File: src/rre_defines.svh
`ifndef RRE_DEFINES_SVH
`define RRE_DEFINES_SVH
`define RRE_PC_W       14
`define RRE_ADDR_W     10
`define RRE_DATA_W     8
`define RRE_ACC_RST    8'h00
`define RRE_PC_RST     14'h0000
`define RRE_FLAGS_RST  6'h00
`define RRE_GIE_RST    1'b0
`endif

File: src/rre_pkg.sv
package rre_pkg;
    typedef enum logic [2:0] {
        RRE_OP_NONE,
        RRE_OP_SUB_EXIT,
        RRE_OP_SUB_EXIT_VAL,
        RRE_OP_INT_EXIT,
        RRE_OP_MEM_ROT,
        RRE_OP_ROT_ACC
    } rre_op_t;

    typedef struct packed {
        rre_op_t     op;
        logic [7:0]  imm;
        logic [9:0]  addr;
    } rre_instr_t;

    typedef struct packed {
        logic        wr;
        logic [9:0]  addr;
        logic [7:0]  data;
    } rre_mem_wr_t;
endpackage

File: src/rre_exec.sv
`timescale 1ns/1ns
`default_nettype none
`include "rre_defines.svh"

module rre_exec
    import rre_pkg::*;
(
    input  wire logic                      clock_i,
    input  wire logic                      rst_i,
    input  wire rre_instr_t                instr_i,
    input  wire logic                      instr_valid_i,
    input  wire logic [`RRE_PC_W-1:0]      stack_top_i,
    input  wire logic [`RRE_DATA_W-1:0]    mem_rd_data_i,
    input  wire logic [5:0]                flags_i,
    output logic                           ready_o,
    output logic                           stack_pop_o,
    output logic [`RRE_PC_W-1:0]           pc_o,
    output logic                           pc_load_o,
    output logic [`RRE_DATA_W-1:0]         acc_o,
    output logic                           global_interrupt_enable_o,
    output rre_mem_wr_t                    mem_wr_o,
    output logic [`RRE_ADDR_W-1:0]         mem_rd_addr_o,
    output logic [5:0]                     flags_o
);

    // ----------------------------------------------------------------
    // Local types
    // ----------------------------------------------------------------
    typedef enum logic {RRE_ST_IDLE, RRE_ST_SECOND} rre_state_t;

    // ----------------------------------------------------------------
    // Helpers
    // ----------------------------------------------------------------
    // True when an opcode equals the wanted one
    function automatic logic rre_op_is(
        input rre_op_t op,
        input rre_op_t want
    );
        rre_op_is = (op == want);
    endfunction

    // ----------------------------------------------------------------
    // State and held instruction
    // ----------------------------------------------------------------
    rre_state_t                   state_reg;
    rre_state_t                   state_next;
    rre_instr_t                   held_reg;
    logic                         ready_next;

    // ----------------------------------------------------------------
    // Decode wires
    // ----------------------------------------------------------------
    logic                         take;
    logic                         in_second;
    logic                         in_rot;
    logic                         is_sub_exit;
    logic                         is_sub_exit_val;
    logic                         is_int_exit;
    logic                         is_mem_rot;
    logic                         is_rot_acc;
    logic                         is_return;

    // ----------------------------------------------------------------
    // Datapath wires
    // ----------------------------------------------------------------
    wire  [`RRE_DATA_W-1:0]       rot_val;
    logic [`RRE_DATA_W-1:0]       acc_next;
    logic                         acc_load;
    logic                         gie_next;
    logic [`RRE_PC_W-1:0]         pc_next;
    logic [`RRE_ADDR_W-1:0]       rd_addr_next;
    logic [`RRE_ADDR_W-1:0]       wr_addr_next;
    logic [`RRE_DATA_W-1:0]       wr_data_next;
    rre_mem_wr_t                  mem_wr_next;

    // ----------------------------------------------------------------
    // Instruction decode
    // ----------------------------------------------------------------
    // Offers are taken only while idle and ready; ready is low out of reset
    assign take            = ready_o
                          && (state_reg == RRE_ST_IDLE)
                          && instr_valid_i
                          && !rre_op_is(instr_i.op, RRE_OP_NONE);
    assign in_second       = (state_reg == RRE_ST_SECOND);
    assign in_rot          = rre_op_is(instr_i.op, RRE_OP_MEM_ROT)
                          || rre_op_is(instr_i.op, RRE_OP_ROT_ACC);
    assign is_sub_exit     = in_second && rre_op_is(held_reg.op, RRE_OP_SUB_EXIT);
    assign is_sub_exit_val = in_second && rre_op_is(held_reg.op, RRE_OP_SUB_EXIT_VAL);
    assign is_int_exit     = in_second && rre_op_is(held_reg.op, RRE_OP_INT_EXIT);
    assign is_mem_rot      = in_second && rre_op_is(held_reg.op, RRE_OP_MEM_ROT);
    assign is_rot_acc      = in_second && rre_op_is(held_reg.op, RRE_OP_ROT_ACC);
    assign is_return       = is_sub_exit || is_sub_exit_val || is_int_exit;

    // ----------------------------------------------------------------
    // Two-cycle sequencer
    // ----------------------------------------------------------------
    always_comb begin
        state_next = state_reg;
        case (state_reg)
            RRE_ST_IDLE: begin
                if (take) begin
                    state_next = RRE_ST_SECOND;
                end
            end
            RRE_ST_SECOND: begin
                state_next = RRE_ST_IDLE;
            end
            default: begin
                state_next = RRE_ST_IDLE;
            end
        endcase
    end

    assign ready_next = (state_next == RRE_ST_IDLE);

    // ----------------------------------------------------------------
    // Rotate left by one, top bit into bit zero
    // ----------------------------------------------------------------
    genvar gi;
    generate
        for (gi = 0; gi < `RRE_DATA_W; gi++) begin : g_rot
            assign rot_val[(gi + 1) % `RRE_DATA_W] = mem_rd_data_i[gi];
        end
    endgenerate

    // ----------------------------------------------------------------
    // Next values
    // ----------------------------------------------------------------
    assign rd_addr_next = (take && in_rot) ? instr_i.addr : mem_rd_addr_o;
    assign pc_next      = is_return ? stack_top_i : pc_o;
    assign acc_load     = is_sub_exit_val || is_rot_acc;
    assign acc_next     = is_rot_acc ? rot_val : held_reg.imm;
    assign gie_next     = global_interrupt_enable_o || is_int_exit;
    assign wr_addr_next = is_mem_rot ? held_reg.addr : {`RRE_ADDR_W{1'b0}};
    assign wr_data_next = is_mem_rot ? rot_val : {`RRE_DATA_W{1'b0}};
    assign mem_wr_next  = {is_mem_rot, wr_addr_next, wr_data_next};

    // ----------------------------------------------------------------
    // Sequencer registers
    // ----------------------------------------------------------------
    always_ff @(posedge clock_i or posedge rst_i) begin
        if (rst_i) begin
            state_reg <= RRE_ST_IDLE;
            ready_o   <= 1'b0;
        end else begin
            state_reg <= state_next;
            ready_o   <= ready_next;
        end
    end

    // ----------------------------------------------------------------
    // Held instruction and read address
    // ----------------------------------------------------------------
    always_ff @(posedge clock_i or posedge rst_i) begin
        if (rst_i) begin
            held_reg      <= '0;
            mem_rd_addr_o <= '0;
        end else begin
            if (take) begin
                held_reg <= instr_i;
            end
            mem_rd_addr_o <= rd_addr_next;
        end
    end

    // ----------------------------------------------------------------
    // Program counter and stack pop
    // ----------------------------------------------------------------
    always_ff @(posedge clock_i or posedge rst_i) begin
        if (rst_i) begin
            pc_o        <= `RRE_PC_RST;
            pc_load_o   <= 1'b0;
            stack_pop_o <= 1'b0;
        end else begin
            pc_o        <= pc_next;
            pc_load_o   <= is_return;
            stack_pop_o <= is_return;
        end
    end

    // ----------------------------------------------------------------
    // Accumulator
    // ----------------------------------------------------------------
    always_ff @(posedge clock_i or posedge rst_i) begin
        if (rst_i) begin
            acc_o <= `RRE_ACC_RST;
        end else if (acc_load) begin
            acc_o <= acc_next;
        end
    end

    // ----------------------------------------------------------------
    // Global interrupt enable
    // ----------------------------------------------------------------
    always_ff @(posedge clock_i or posedge rst_i) begin
        if (rst_i) begin
            global_interrupt_enable_o <= `RRE_GIE_RST;
        end else begin
            global_interrupt_enable_o <= gie_next;
        end
    end

    // ----------------------------------------------------------------
    // Memory write-back
    // ----------------------------------------------------------------
    always_ff @(posedge clock_i or posedge rst_i) begin
        if (rst_i) begin
            mem_wr_o <= '0;
        end else begin
            mem_wr_o <= mem_wr_next;
        end
    end

    // ----------------------------------------------------------------
    // Status flags are registered unchanged, one cycle behind flags_i
    // ----------------------------------------------------------------
    always_ff @(posedge clock_i or posedge rst_i) begin
        if (rst_i) begin
            flags_o <= `RRE_FLAGS_RST;
        end else begin
            flags_o <= flags_i;
        end
    end

endmodule
`default_nettype wire

File: config.mk
export PLATFORM = sky130hd
export DESIGN_NAME = rre_exec
export DESIGN_NICKNAME = d
export VERILOG_FILES = /design/src/rre_pkg.sv /design/src/rre_exec.sv
export VERILOG_INCLUDE_DIRS = /design/src /design/src/src
export SDC_FILE = /design/constraint.sdc
export NUM_CORES = 1
export LEC_CHECK = 0
export ABC_AREA = 1
export BUFFER_PORTS_ARGS = -buffer_cell sky130_fd_sc_hd__buf_4
export CAP_MARGIN = 40
export CORE_MARGIN = 10
export CORE_UTILIZATION = 53
export DETAILED_ROUTE_END_ITERATION = 10
export GPL_TIMING_DRIVEN = 0
export PLACE_DENSITY = 0.92
export SLEW_MARGIN = 20
export SYNTH_ARGS = -nofsm -noshare
export SYNTH_HDL_FRONTEND = slang
export SYNTH_SLANG_ARGS = --single-unit
File: constraint.sdc
create_clock -name clock_i -period 6.01 [get_ports clock_i]
set_input_delay 1.202 -clock clock_i [delete_from_list [all_inputs] [get_ports clock_i]]
set_output_delay 1.202 -clock clock_i [all_outputs]
set_load 0.02 [all_outputs]
==> results of run 1 <==
==> per-stage QoR <==
step	utilization, %	area [um2]	setup WS, ns	total power [mW]
6_report	76.1	4290	3.82	1.67
3_5_place_dp	72.7	4100	3.90	1.32
4_1_cts	76.1	4290	3.80	1.69
5_1_grt	76.1	4290	3.78	1.77
3_3_place_gp	72.2	4070	1.90	1.30
2_1_floorplan	-	3140	2.70	1.06
==> per-layer routing <==
layer | vias to the layer above | track usage (%) | share of wire, % | wire length, um
li1 | 1271 | - | - | -
met1 | 1171 | 21.3 | 44 | 3510
met2 | 100 | 27.6 | 49 | 3910
met3 | 6 | 4.47 | 7.0 | 560
met4 | 0 | 6.09 | 0.92 | 74
met5 | - | 0 | 0 | 0
==> kinds of logic after synthesis <==
family / after synthesis / share of synthesized area [%]
AOI/OAI and AO/OA: 4 / 0.757
buffers and inverters: 47 / 6.61
DFF: 82 / 65.3
and+or+nand+nor: 205 / 27.3
==> worst paths after layout <==
kind	cells after the start	to	from	slack, ns
min in group asynchronous	2	pc_o[13]	rst_i	0.85
worst min register to register	2	mem_rd_addr_o[4]	mem_rd_addr_o[4]	0.48
worst min-delay path	2	mem_rd_addr_o[4]	mem_rd_addr_o[4]	0.48
worst max register to register	7	pc_o[9]	held_reg[19]	4.71
worst max-delay path	2	stack_pop_o	pc_load_o	3.82
max in group asynchronous	3	mem_rd_addr_o[9]	rst_i	4.59
==> synthesized netlist by cell type <==
cell and count:
a21oi_1 1, clkinv_2 1, nor2_2 2, clkbuf_1 1, buf_6 2, buf_4 2, a31o_2 1, nor2_1 21
nand2_4 2, dfrtp_1 82, nand2_1 141, buf_2 6, nor2_8 1, nand2_2 3, nand3_1 35, o21ai_0 2
inv_1 31, inv_2 4
==> worst max-delay path, stage by stage (launching register included) <==
cell and delay [ns]:
dfrtp_1 0.38, buf_4 0.13, buf_4 0.15
==> area by class of cell <==
class,instances,area share [%]
Clock inverter,1,0.175
Timing Repair Buffer,113,20.2
Inverter,36,3.24
Multi-Input combinational cell,209,20.5
Tap cell,72,2.10
Clock buffer,14,4.26
Buffer,11,1.66
Sequential cell,82,47.8
==> where the power goes <==
| group | switching, mW | internal, mW |
|---|---|---|
| Clock | 0.172 | 0.193 |
| Combinational | 0.319 | 0.227 |
| Sequential | 0.0794 | 0.684 |
==> impl_metrics.json, run 1 <==
{
  "max_freq_ghz": 0.457,
  "yosys.area.top_type": "dfrtp_1",
  "largest_reg_flops": 21,
  "synthCells": 338,
  "worstSkewPairLatency_ns": 0.33,
  "start_kind": "flop",
  "clkTransAtPathRegs_ns": 0.07,
  "ys_ff_latch": 82,
  "cp_max_fo": 2,
  "critical_path_arrival_ns": 0.99,
  "cts_sinks": 82,
  "grt_usage_pct": 17.0,
  "status": "finished, final reports clean",
  "worst_hold_path_type": "reg -> reg",
  "irDropWorstVdd_uv": 265,
  "synth_top_area_share_pct": 65.3,
  "synth-seq-area-share_pct": 65.3,
  "hold_violations": 0,
  "synth_cell_types": 18,
  "fin_tns_setup_ns": 0,
  "finalCritPeriodShare_pct": 36.4,
  "fillers": 415,
  "antenna_found_initial": 0,
  "diodes": 0,
  "postCtsHoldBufs": 0,
  "dp.cells": 523,
  "cts_root_buffer": "clkbuf_8",
  "drv_slew": 0,
  "seq_area_mm2": 0.00205,
  "place_congestion": 0.840,
  "wl_um": 8050,
  "dp_hpwl_um": 6260,
  "numCtsBuffers": 9,
  "endpoint_kind": "output port",
  "multi_input_area_um2": 881,
  "final_cells": 538,
  "drive_gt1_share_pct": 32.6,
  "final_common_cell": "nand2_1",
  "fp.coreArea_mm2": 0.00564,
  "ant_nets": 0,
  "vias": 2548,
  "worstPathRequired_ns": 4.81,
  "wire_per_inst_um": 15.0,
  "syn-cell-area_mm2": 0.00314,
  "timing.hold.ws_ns": 0.481,
  "finalSetupViolCount": 0,
  "vias_per_cell": 4.74,
  "fin_nets": 514,
  "drtIter0Drc": 159,
  "cts-htree-levels": 3,
  "synthTopCellsByArea": "dfrtp_1, nand2_1, nand3_1, inv_1, nor2_1",
  "p_leak_nw": 2.49,
  "syn2layout_area_growth_pct": 36.7,
  "first_pass_iters": 4,
  "ctsResizeCount": 0,
  "fp.dieArea_mm2": 0.00940,
  "placement.io_buffers": 112,
  "grt_max_degree": 58,
  "cts_setup_buffers": 0,
  "die_width_um": 97.0,
  "io_pins": 113,
  "cts_tree": "yes",
  "critPathKind": "reg -> out",
  "layout_common_cells": "nand2_1, buf_4, dfrtp_1",
  "rows": 27,
  "grt_pass1_wl_um": 13200,
  "drc": 0,
  "worstMarginPinSlew_ns": 0.431,
  "power_density_mw_per_mm2": 390,
  "synth.avg_cell_area_um2": 9.29,
  "grt_pass1_vias": 2634,
  "start_util_pct": 55.7,
  "cap_violations": 0,
  "fin_crit_ns": 2.19,
  "slew_headroom_pct": 71.3,
  "clockBufferDepth": 2,
  "syn-num-nets": 390,
  "yosys_warnings": 0,
  "rsz0062_at_grt": "false",
  "die_h_um": 97.0,
  "gr-total-overflow": 0,
  "fin_skew_ns": 0.00689
}
Power figures use the tool's default switching activity.
==> run 2, diff against run 1 <==
Settings changed: CORE_UTILIZATION 53 to 49, PLACE_DENSITY 0.92 to 0.86.
Clock period 6.01 ns to 2.06 ns, I/O delays scaled along.
==> run 2 against run 1 <==
Sequential power increased to 2.9 times the previous value. Global-route usage fell by 1.3 points. Critical path type unchanged. Cell count is 0.93% higher. Power rose to 3.0 times the previous value. Critical path depth did not move.
==> impl_metrics.json, run 2 (synthesis gave the netlist of run 1 again) <==
{
  "status": "finished, final reports clean",
  "wl_um": 7860,
  "ctsResizeCount": 0,
  "worstSkewPairLatency_ns": 0.34,
  "cp_max_fo": 2,
  "endpoint_kind": "output port",
  "diodes": 0,
  "place_congestion": 0.887,
  "worstMarginPinSlew_ns": 0.532,
  "fin_tns_setup_ns": 0,
  "drv_slew": 0,
  "critPathKind": "reg -> out",
  "cts_sinks": 82,
  "numCtsBuffers": 9,
  "io_pins": 113,
  "dp.cells": 529,
  "die_width_um": 100,
  "layout_common_cells": "nand2_1, buf_4, dfrtp_1",
  "antenna_found_initial": 0,
  "clkTransAtPathRegs_ns": 0.08,
  "rsz0062_at_grt": "false",
  "grt_usage_pct": 15.7,
  "clockPowerShare_pct": 25.4,
  "drtIter0Drc": 130,
  "fin_nets": 515,
  "syn2layout_area_growth_pct": 38.4,
  "cts_setup_buffers": 0,
  "cts-htree-levels": 3,
  "ant_nets": 0,
  "max_freq_ghz": 0.705,
  "cap_violations": 0,
  "p_sw_share_pct": 32.7,
  "cts_tree": "yes",
  "final_core_util_pct": 69.2,
  "worstPathRequired_ns": 1.65,
  "worst_hold_path_type": "in -> async",
  "placement.io_buffers": 112,
  "finalCritPeriodShare_pct": 68.9,
  "drc": 0,
  "fin_crit_ns": 1.42,
  "clockBufferDepth": 2,
  "vias_per_cell": 4.61,
  "pwr-share-comb_pct": 31.1,
  "wire_per_inst_um": 14.5,
  "die_h_um": 100,
  "critical_path_arrival_ns": 1.01,
  "p_int_mw": 3.43,
  "finalSetupViolCount": 0,
  "cts_root_buffer": "clkbuf_8",
  "fp.dieArea_mm2": 0.0100,
  "grt_pass1_wl_um": 12800,
  "first_pass_iters": 4,
  "hold_violations": 0,
  "final_common_cell": "nand2_1",
  "start_kind": "flop",
  "rows": 29,
  "grt_pass1_vias": 2576,
  "gr-total-overflow": 0,
  "fp.coreArea_mm2": 0.00628,
  "sequentialPowerShare_pct": 43.6,
  "fin_skew_ns": 0.00839,
  "vias": 2504,
  "largest_reg_flops": 21,
  "postCtsHoldBufs": 0,
  "p_leak_nw": 2.51,
  "power_density_mw_per_mm2": 1170,
  "power_switching_mw": 1.66,
  "slew_headroom_pct": 64.5,
  "dp_hpwl_um": 6160,
  "grt_max_degree": 35,
  "irDropWorstVdd_uv": 710,
  "start_util_pct": 50.0,
  "final_cells": 543,
  "drive_gt1_share_pct": 32.8
}
[run 2: cell types whose count changed in the layout (fill, tap and decap cells not counted), sizes merged]
cell,before,now
bufinv,0,2
buf,123,124
clkbuf,15,13
inv,35,34
[run 2: worst max-delay path: stages, from the launching register on]
cell and delay [ns]:
dfrtp_1 0.39, buf_4 0.14, buf_4 0.15
[run 2: power groups by stage]
stage | clock (mW) | combinational, mW | sequential, mW
final | 1.29 | 1.58 | 2.22
after CTS | 1.31 | 1.61 | 2.22
after detailed placement | 0 | 1.61 | 2.24
after global routing | 1.39 | 1.73 | 2.27
after floorplan | 0 | 0.516 | 2.58
after global placement | 0 | 1.56 | 2.23
[run 2: cell type report]
class	count	area, um2
Sequential cell	82	2050
Fill cell	503	1930
Multi-Input combinational cell	209	881
Timing Repair Buffer	114	881
Clock buffer	12	165
Inverter	36	140
Tap cell	77	96.3
Buffer	11	71.3
Clock inverter	2	60.1
[run 2: metal layers]
metal | vias to the layer above | wire length [um] | track usage [%]
li1 | 1270 | - | -
met4 | 0 | 114 | 6.63
met2 | 83 | 3700 | 23.9
met1 | 1141 | 3470 | 20.3
met5 | - | 0 | 0
met3 | 10 | 576 | 4.95
[run 2: through the flow]
step | area, um2 | power, mW | hold WS (ns) | setup slack, ns
after floorplan | 3140 | 3.09 | 0.443 | 0.710
after global placement | 4080 | 3.79 | 0.457 | 0.216
after detailed placement | 4120 | 3.85 | 0.461 | 0.740
after CTS | 4350 | 5.14 | 0.118 | 0.622
after global routing | 4350 | 5.39 | 0.143 | 0.601
final | 4350 | 5.09 | 0.116 | 0.641
[run 2: path summary, 6_finish.rpt]
path	slack, ns	start	depth (start not counted)	end
setup / recovery	0.64	pc_load_o	2	stack_pop_o
hold / removal	0.12	rst_i	2	flags_o[1]
setup reg to reg	0.79	held_reg[19]	7	pc_o[11]
hold reg to reg	0.48	mem_rd_addr_o[6]	2	mem_rd_addr_o[6]
max in group asynchronous	1.21	rst_i	4	mem_rd_addr_o[9]
min in group clock_i	0.18	flags_i[3]	1	flags_o[3]
